File: src/core/odsl_pkg.sv
// Constants shared by the octal converter serial load and control logic.
// Assumes a single system clock mclk_i at 25 MHz samples every pin.
`default_nettype none
package odsl_pkg;
    localparam int FRAME_BITS = 24;
    localparam int CHANNELS = 8;
    localparam int CODE_BITS = 16;
    localparam int CNT_BITS = 5;
    localparam int CHAN_BITS = 3;
    localparam int FIFO_DEPTH = 16;
    // Frame layout handed to the decoder: [23:20] command, [19:16] address, [15:0] code
    localparam int CODE_LSB = 0;
    localparam int ADDR_LSB = 16;
    localparam int CMD_LSB = 20;
    localparam logic [4:0] FRAME_COUNT = 5'h18;
    localparam logic [15:0] ZERO_SCALE = 16'h0000;
    localparam logic [15:0] MID_SCALE = 16'h8000;
    // Highest serial clock the host may use, and the rate of our own clock
    localparam int SCLK_MAX_MHZ = 50;
    localparam int MCLK_MHZ = 25;
    localparam logic [1:0] SYNC_DEPTH = 2'h2;
    typedef enum logic [1:0] {
        ODSL_IDLE = 2'b00,
        ODSL_SHIFT = 2'b01,
        ODSL_DONE = 2'b11
    } odsl_state_e;
endpackage
`default_nettype wire

File: src/core/odsl_stream_if.sv
// Frame stream carrier between the serial front end and the frame FIFO.
// Assumes both ends run on mclk_i.
`default_nettype none
interface odsl_stream_if #(parameter int W = 24);
    logic valid;
    logic ready;
    logic [W-1:0] data;
    modport src (output valid, output data, input ready);
    modport snk (input valid, input data, output ready);
endinterface
`default_nettype wire

File: src/core/odsl_core.sv
// Serial load and control logic of an eight-channel voltage-output converter.
// Assumes all pins are asynchronous to mclk_i and are synchronised here.
// Frame field decoding and the analog side lie outside this module.
// Notes on behaviour
// Frame select low, then 24 serial clock falling edges form one frame.
// Serial data is sampled on serial clock falling edges.
// Host keeps the serial clock at or below 50 MHz; here each serial clock level must last at least one 25 MHz mclk_i period.
// A 24-bit input shift register holds each frame.
// Span strap low gives one times reference, high gives two times.
// Power-on level strap picks zero scale or midscale at power-up.
// Load strobe low copies pending input registers into channel registers.
// Load strobe may pulse or stay low for synchronous updating.
// Serial output changes on serial clock rising edges.
// Serial output carries daisy-chain bits or readback data.
// A falling edge on the reset pin starts reset, without serial clock.
// Load strobe pulses are ignored while the reset pin is low.
// Reset loads input and channel registers with the strap-selected level.
// Frames act only after 24 edges and frame select rising; short frames drop.
// Full frame goes to an outside decoder choosing the input register.
`default_nettype none
module odsl_core (
    input wire logic mclk_i,
    input wire logic rst_i,
    input wire logic ce_i,
    input wire logic sclk_i,
    input wire logic sync_n_i,
    input wire logic sdi_i,
    output logic sdo_o,
    output logic sdo_oe_o,
    input wire logic load_strobe_n_i,
    input wire logic reset_n_i,
    input wire logic power_on_level_select_i,
    input wire logic span_select_i,
    output logic span_double_o,
    output logic frame_valid_o,
    input wire logic frame_ready_i,
    output logic [23:0] frame_data_o,
    input wire logic wr_en_i,
    input wire logic [2:0] wr_chan_i,
    input wire logic [15:0] wr_code_i,
    input wire logic readback_en_i,
    input wire logic [2:0] readback_chan_i,
    output logic [127:0] chan_code_o
);
    // Synchroniser stages, one pair per pin
    logic [1:0] sclk_sy;
    logic [1:0] sync_sy;
    logic [1:0] sdi_sy;
    logic [1:0] load_strobe_n_sy;
    logic [1:0] rstn_sy;
    logic [1:0] pols_sy;
    logic [1:0] span_sy;
    // Edge history and detected edges
    logic sclk_d;
    logic rstn_d;
    logic sclk_fall;
    logic sclk_rise;
    logic reset_fall;
    // Frame state and shift registers
    odsl_pkg::odsl_state_e state;
    odsl_pkg::odsl_state_e next_state;
    logic [23:0] shift;
    logic [4:0] bit_cnt;
    logic [23:0] out_shift;
    logic out_load;
    // Input and channel registers with their load bookkeeping
    logic [15:0] in_reg [8];
    logic [15:0] dac_reg [8];
    logic [7:0] pending;
    logic level_rst;
    logic [15:0] rst_level;
    // Counts down after rst_i so the strap is settled before the power-up load
    logic [1:0] boot_cnt;
    logic power_up;

    odsl_stream_if #(.W(odsl_pkg::FRAME_BITS)) frame_s ();

    // Two-stage synchronisers on every pin; first stage feeds only the second.
    // Reset values equal the idle pin levels, so no false edge or false frame
    // start is seen in the first cycles after reset.
    always_ff @(posedge mclk_i or posedge rst_i) begin
        if (rst_i) begin
            sclk_sy <= 2'h0;
            sync_sy <= 2'h3;
            sdi_sy <= 2'h0;
            load_strobe_n_sy <= 2'h3;
            rstn_sy <= 2'h3;
            pols_sy <= 2'h0;
            span_sy <= 2'h0;
        end else if (ce_i) begin
            sclk_sy <= {sclk_sy[0], sclk_i};
            sync_sy <= {sync_sy[0], sync_n_i};
            sdi_sy <= {sdi_sy[0], sdi_i};
            load_strobe_n_sy <= {load_strobe_n_sy[0], load_strobe_n_i};
            rstn_sy <= {rstn_sy[0], reset_n_i};
            pols_sy <= {pols_sy[0], power_on_level_select_i};
            span_sy <= {span_sy[0], span_select_i};
        end
    end

    // Serial clock history; parked low at reset, matching the idle link,
    // so the first frame after reset does not start with a phantom edge
    always_ff @(posedge mclk_i or posedge rst_i) begin
        if (rst_i) begin
            sclk_d <= 1'b0;
        end else if (ce_i) begin
            sclk_d <= sclk_sy[1];
        end
    end

    // Reset pin history; parked high so only a real falling edge starts a
    // level reset, never the release of rst_i itself
    always_ff @(posedge mclk_i or posedge rst_i) begin
        if (rst_i) begin
            rstn_d <= 1'b1;
        end else if (ce_i) begin
            rstn_d <= rstn_sy[1];
        end
    end

    // Edge strobes last one cycle; the straps are only passed through
    assign sclk_fall = sclk_d && !sclk_sy[1];
    assign sclk_rise = !sclk_d && sclk_sy[1];
    assign reset_fall = rstn_d && !rstn_sy[1];
    assign span_double_o = span_sy[1];
    assign rst_level = pols_sy[1] ? odsl_pkg::MID_SCALE : odsl_pkg::ZERO_SCALE;
    // Power-up and pin reset both restore the strap level. rst_i alone clears to
    // zero scale, so the power-up load waits until the strap has passed its
    // synchroniser and then fires exactly once.
    assign power_up = boot_cnt == 2'h1;
    assign level_rst = reset_fall || power_up;

    // Power-up sequencer: the strap level is trusted from the third edge after
    // rst_i release; a clock enable held low simply delays the load
    always_ff @(posedge mclk_i or posedge rst_i) begin
        if (rst_i) begin
            boot_cnt <= odsl_pkg::SYNC_DEPTH + 2'h1;
        end else if (ce_i) begin
            if (boot_cnt != 2'h0) begin
                boot_cnt <= boot_cnt - 2'h1;
            end
        end
    end

    // Frame state: idle until select falls, shift 24 bits, wait for select rise.
    // Extra falling edges after the 24th are ignored in the done state, and a
    // rise of frame select before the 24th edge drops the frame.
    always_comb begin
        next_state = state;
        case (state)
            odsl_pkg::ODSL_IDLE: begin
                if (!sync_sy[1]) begin
                    next_state = odsl_pkg::ODSL_SHIFT;
                end
            end
            odsl_pkg::ODSL_SHIFT: begin
                if (sync_sy[1]) begin
                    next_state = odsl_pkg::ODSL_IDLE;
                end else if (sclk_fall && bit_cnt == odsl_pkg::FRAME_COUNT - 5'h1) begin
                    next_state = odsl_pkg::ODSL_DONE;
                end
            end
            odsl_pkg::ODSL_DONE: begin
                if (sync_sy[1]) begin
                    next_state = odsl_pkg::ODSL_IDLE;
                end
            end
            default: next_state = odsl_pkg::ODSL_IDLE;
        endcase
    end

    // State register; a low clock enable holds the frame where it is
    always_ff @(posedge mclk_i or posedge rst_i) begin
        if (rst_i) begin
            state <= odsl_pkg::ODSL_IDLE;
        end else if (ce_i) begin
            state <= next_state;
        end
    end

    // Input shift register, MSB first. A frame cut short leaves partial bits here,
    // which is harmless: only a frame that reached the done state is offered on.
    always_ff @(posedge mclk_i or posedge rst_i) begin
        if (rst_i) begin
            shift <= '0;
        end else if (ce_i) begin
            if (state == odsl_pkg::ODSL_SHIFT && sclk_fall) begin
                shift <= {shift[odsl_pkg::FRAME_BITS-2:0], sdi_sy[1]};
            end
        end
    end

    // Bit count of the frame in progress; cleared while idle so a cut frame
    // cannot leave a stale count behind for the next one
    always_ff @(posedge mclk_i or posedge rst_i) begin
        if (rst_i) begin
            bit_cnt <= 5'h00;
        end else if (ce_i) begin
            if (state == odsl_pkg::ODSL_IDLE) begin
                bit_cnt <= 5'h00;
            end else if (state == odsl_pkg::ODSL_SHIFT && sclk_fall) begin
                bit_cnt <= bit_cnt + 5'h01;
            end
        end
    end

    // Offer a complete frame once select rises; a full FIFO drops the frame.
    // Valid lasts one cycle, since the state returns to idle on that same edge.
    assign frame_s.valid = ce_i && state == odsl_pkg::ODSL_DONE && sync_sy[1];
    assign frame_s.data = shift;

    // Sixteen frames of slack let the decoder stall without losing back-to-back frames
    odsl_fifo #(.WIDTH(odsl_pkg::FRAME_BITS), .DEPTH(odsl_pkg::FIFO_DEPTH)) u_fifo (
        .mclk_i(mclk_i),
        .rst_i(rst_i),
        .ce_i(ce_i),
        .in_s(frame_s),
        .out_valid_o(frame_valid_o),
        .out_ready_i(frame_ready_i),
        .out_data_o(frame_data_o)
    );

    // Serial output word: at frame start either the readback word is loaded or the
    // previous frame stays in place, so the chain sees a fixed 24-bit delay.
    // The load is open for one cycle only, the idle cycle in which select is seen low.
    assign out_load = ce_i && state == odsl_pkg::ODSL_IDLE && !sync_sy[1];
    always_ff @(posedge mclk_i or posedge rst_i) begin
        if (rst_i) begin
            out_shift <= '0;
        end else if (ce_i) begin
            if (out_load && readback_en_i) begin
                out_shift <= {8'h00, in_reg[readback_chan_i]};
            end else if (state == odsl_pkg::ODSL_SHIFT && sclk_fall) begin
                out_shift <= {out_shift[odsl_pkg::FRAME_BITS-2:0], sdi_sy[1]};
            end
        end
    end

    // Serial output pin changes only on a seen rising edge, giving the host most
    // of the high half period to sample it on the following falling edge
    always_ff @(posedge mclk_i or posedge rst_i) begin
        if (rst_i) begin
            sdo_o <= 1'b0;
        end else if (ce_i) begin
            if (sclk_rise && state != odsl_pkg::ODSL_IDLE) begin
                sdo_o <= out_shift[odsl_pkg::FRAME_BITS-1];
            end
        end
    end
    // Drive the pin only inside a frame so several devices can share the host input
    assign sdo_oe_o = !sync_sy[1];

    // Per-channel input and channel registers with pending flags. Each channel
    // keeps its own pending bit so one strobe updates only channels written since
    // the last load, and all of them on the same edge.
    for (genvar c = 0; c < odsl_pkg::CHANNELS; c++) begin : g_chan
        logic hit;
        logic load;
        assign hit = wr_en_i && wr_chan_i == 3'(c);
        // Strobe level, not edge: a strobe held low loads every write one cycle later
        assign load = !load_strobe_n_sy[1] && rstn_sy[1] && pending[c];

        // Input register: decoder writes, strap level on pin reset or power-up
        always_ff @(posedge mclk_i or posedge rst_i) begin
            if (rst_i) begin
                in_reg[c] <= odsl_pkg::ZERO_SCALE;
            end else if (ce_i) begin
                if (level_rst) begin
                    in_reg[c] <= rst_level;
                end else if (hit) begin
                    in_reg[c] <= wr_code_i;
                end
            end
        end

        // Channel register: copies the input register only on a load
        always_ff @(posedge mclk_i or posedge rst_i) begin
            if (rst_i) begin
                dac_reg[c] <= odsl_pkg::ZERO_SCALE;
            end else if (ce_i) begin
                if (level_rst) begin
                    dac_reg[c] <= rst_level;
                end else if (load) begin
                    dac_reg[c] <= in_reg[c];
                end
            end
        end

        // Pending flag: a write in the load cycle wins over the clear, so the new
        // code waits for the next load instead of being lost. A level reset
        // discards everything, including a write in that same cycle.
        always_ff @(posedge mclk_i or posedge rst_i) begin
            if (rst_i) begin
                pending[c] <= 1'b0;
            end else if (ce_i) begin
                if (level_rst) begin
                    pending[c] <= 1'b0;
                end else begin
                    pending[c] <= hit || (pending[c] && !load);
                end
            end
        end
        assign chan_code_o[c*odsl_pkg::CODE_BITS +: odsl_pkg::CODE_BITS] = dac_reg[c];
    end
endmodule // odsl_core
`default_nettype wire

File: src/core/odsl_fifo.sv
// Frame FIFO with valid/ready on both sides and honest full and empty.
// Assumes one clock; clock enable freezes all state.
`default_nettype none
module odsl_fifo #(
    parameter int WIDTH = 24,
    parameter int DEPTH = 16
) (
    input wire logic mclk_i,
    input wire logic rst_i,
    input wire logic ce_i,
    odsl_stream_if.snk in_s,
    output logic out_valid_o,
    input wire logic out_ready_i,
    output logic [WIDTH-1:0] out_data_o
);
    localparam int AW = $clog2(DEPTH);
    logic [WIDTH-1:0] mem [DEPTH];
    logic [AW:0] wr_ptr;
    logic [AW:0] rd_ptr;
    logic full;
    logic empty;

    // Pointers carry one extra bit to tell full from empty
    assign full = (wr_ptr[AW] != rd_ptr[AW]) && (wr_ptr[AW-1:0] == rd_ptr[AW-1:0]);
    assign empty = (wr_ptr == rd_ptr);
    assign in_s.ready = !full;
    assign out_valid_o = !empty;
    assign out_data_o = mem[rd_ptr[AW-1:0]];

    // Storage holds no reset, only pointers do
    always_ff @(posedge mclk_i) begin
        if (ce_i && in_s.valid && !full) begin
            mem[wr_ptr[AW-1:0]] <= in_s.data;
        end
    end

    // Pointer updates
    always_ff @(posedge mclk_i or posedge rst_i) begin
        if (rst_i) begin
            wr_ptr <= '0;
            rd_ptr <= '0;
        end else if (ce_i) begin
            if (in_s.valid && !full) begin
                wr_ptr <= wr_ptr + 1'b1;
            end
            if (out_ready_i && !empty) begin
                rd_ptr <= rd_ptr + 1'b1;
            end
        end
    end
endmodule // odsl_fifo
`default_nettype wire

File: config.mk
export PLATFORM = sky130hd
export DESIGN_NAME = odsl_core
export DESIGN_NICKNAME = d
export VERILOG_FILES = /design/src/core/odsl_pkg.sv /design/src/core/odsl_stream_if.sv /design/src/core/odsl_core.sv /design/src/core/odsl_fifo.sv
export SDC_FILE = /design/constraint.sdc
export NUM_CORES = 1
export LEC_CHECK = 0
export ABC_AREA = 0
export BUFFER_PORTS_ARGS = -buffer_cell sky130_fd_sc_hd__buf_2
export CAP_MARGIN = 25
export CORE_UTILIZATION = 65
export DETAILED_ROUTE_END_ITERATION = 6
export PLACE_DENSITY = 0.89
export SLEW_MARGIN = 20
export SYNTH_ARGS = -nofsm -noshare
export SYNTH_HDL_FRONTEND = slang
export SYNTH_SLANG_ARGS = --single-unit
File: constraint.sdc
create_clock -name mclk_i -period 16.7 [get_ports mclk_i]
set_clock_uncertainty 0.2 [all_clocks]
set_input_delay 0.835 -clock mclk_i [delete_from_list [all_inputs] [get_ports mclk_i]]
set_output_delay 0.835 -clock mclk_i [all_outputs]
set_load 0.01 [all_outputs]
==> results.toml <==
[synth]
ys.flop_type = "edfxtp_1"
yosysWarnings = 0
syn_avg_cell_area_sq_um = 15.9
ys_async_sr_fraction = 0.475
synth_nets = 1869
synth_edf_count = 384
syn-cell-area_sq_um = 29000
synth-seq-cells = 732
syn_inst = 1826
yosysUniqueCellTypes = 60
ys_seq_area_frac = 0.697

[place]
dp_hpwl_microns = 42600
gp_congestion = 0.869
io_buffers = 190

[power]
p_comb_frac = 0.217
leakagePower_nw = 13.3
p_int_mw = 3.46
ir_worst_vdd_mv = 0.175
power.total_mw = 5.08
switchingPower_mw = 1.62
power_density_nw_per_um2 = 155
clkPwrFrac = 0.313
seqPwrFrac = 0.470
netSwitchingFraction = 0.318

[cts]
h-tree-depth = 3
cts_resized = 0
ctsLongestPathBuffers = 3
post_cts_buffers = 0
clk_root_buffer_cell = "clkbuf_16"
cts_hold_buf = 0
cts_buffers = 70
clk-insertion-delay-late_ns = 0.61
cts_tree = "built"
cts_sinks = 732
clk_pin_slew_ns = 0.06

[critical_path]
critPathMaxFanout = 50
startpoint_type = "flip-flop"
path_class = "flip-flop to primary output"
end_kind = "primary output"
critPathSlowestCell = "or2_2"
crit_buf_inv = 2
critical_path_required_ns = 15.66
cp_cell_sequence = "buf_4 -> or2_2 -> o22ai_1 -> nor2_1 -> buf_2"
crit_family = "simple AND/OR/NAND/NOR gates"
worstPathArrival_ns = 3.11
critPathMaxStageDelay_ns = 0.69

[routing]
vias = 18053
post-route-drc-count = 0
drtPass1Iterations = 5
post_drt_via_cell_ratio = 6.81
dr_wl_met3_microns = 7500
top_layer_used = "met5"
routed_wl_microns = 76500
met1_length_microns = 26000
antenna_left = 0
wire_per_inst_microns = 28.9
drtIter0Drc = 1891
met2RoutedLength_microns = 38900

[finish]
nNetsFinal = 2042
synthToLayoutAreaGrowth_pct = 12.7
post-route-util = 0.742
largest_reg_flops = 384
drive_gt1_frac = 0.265

[run]
maxCapViolations = 0

[floorplan]
fp.dieW_microns = 213
io_pins = 191
die_h_microns = 213
start_util = 0.658
core_sq_um = 44100
die_area_sq_um = 45500
rows = 77

[hold_path]
hp-class = "primary input to async pin"

[global_routing]
grt_pass1_wl_microns = 114000
grt_usage = 0.345
grt_max_degree = 100
grt_pass1_vias = 18530
antenna_found_initial = 1
grt_overflow = 0

[timing]
setup_viol = 0
tightest_slew_ns = 1.05
period_share = 0.248
rsz0062_at_grt = "no"
fmax_mhz = 241
hold_viol = 0
setup-tns-final_ns = 0
slew_viol_final = 0
period_needed_ns = 4.14
relSlewSlack = 0.301

[status]
status = "finished, final reports clean"
[through the flow]
| stage | area (sq um) | std cells | setup WS (ns) | hold slack, ns |
|---|---|---|---|---|
| 6_report | 32700 | 2651 | 12.56 | 0.165 |
| 5_1_grt | 32700 | 2649 | 12.43 | 0.213 |
| 4_1_cts | 32600 | 2645 | 12.06 | 0.182 |
| 3_5_place_dp | 30400 | 2515 | 12.72 | 0.265 |
| 3_3_place_gp | 30300 | 2513 | 12.82 | 0.266 |
| 2_1_floorplan | 29000 | 1826 | 6.03 | 0.258 |
[worst reg2reg max path: cells and delay by family (launching register included)]
family / cells / cell delay [ns]
flops: 1 / 0.75
compound gates: 1 / 0.22
buf+inv: 2 / 1.03
xor+xnor: 1 / 0.17
simple gates: 2 / 0.89
[power by group through the flow]
stage	combinational (mW)	clock, mW	sequential, mW
2_1_floorplan	0.799	0	2.31
3_3_place_gp	0.977	0	2.40
3_5_place_dp	1.03	0	2.43
4_1_cts	1.06	1.60	2.40
5_1_grt	1.19	1.67	2.41
6_report	1.10	1.59	2.39
[metal layers]
metal  up-vias  GRT usage
li1       7332          -
met1      9176      0.419
met2      1265      0.581
met3       278     0.0822
met4         2      0.176
met5         -          0
[synthesized netlist by cell type, drive strengths merged, types with 12 or more instances]
cell	instances	area [sq um]
edfxtp	384	11500
dfrtp	339	8480
nand2	264	991
o21ai	139	696
a22o	135	1180
mux4	128	2880
buf	86	568
o22ai	51	319
clkbuf	42	166
nor2	42	165
nor2b	21	144
a211oi	19	148
o31ai	17	348
mux2	16	180
a31oi	15	93.8
a21oi	12	63.8
[path summary, 6_finish.rpt]
check	endpoint	cells past startpoint	from	slack, ns
max	frame_data_o[20]	5	u_fifo.rd_ptr[2]	12.56
max reg2reg	u_fifo.mem[7][2]	6	u_fifo.rd_ptr[1]	13.08
min in group mclk_i	span_sy[0]	2	span_select_i	0.28
min reg2reg	chan_code_o[63]	2	chan_code_o[63]	0.28
max in group asynchronous	chan_code_o[18]	3	rst_i	14.91
min	chan_code_o[106]	2	rst_i	0.17
[kinds of logic (layout without fill, tap and decap cells)]
family                     count (synthesis)  in the layout  synth area share
muxes                                    145            145             0.106
xor gates and xnor gates                  15             15           0.00452
buffers and inverters                    138            369            0.0266
adders and majority gates                  8              8           0.00345
AOI/OAI and AO/OA                        401            401             0.102
other                                      0              2                 0
DFF                                      732            732             0.697
and+or+nand+nor                          387            387            0.0604
[layout make-up]
cell class	instances	area [sq um]
flip-flops and latches	732	20300
fillers	2445	11400
multi-input cells	956	8090
clock buffers	94	1970
repair buffers	229	1300
well taps	592	741
clock inverters	36	318
inverters	10	45.0
diodes	2	5.00
[placed cells by master, fill, tap and decap left out, types with 51 or more instances in the layout]
cell type / count
dfrtp_1: 336
nand2_1: 264
o22ai_1: 51
mux4_2: 128
clkbuf_16: 71
o21ai_0: 123
a22o_1: 135
buf_2: 190
edfxtp_1: 384
(Power assumes the default switching activity.)
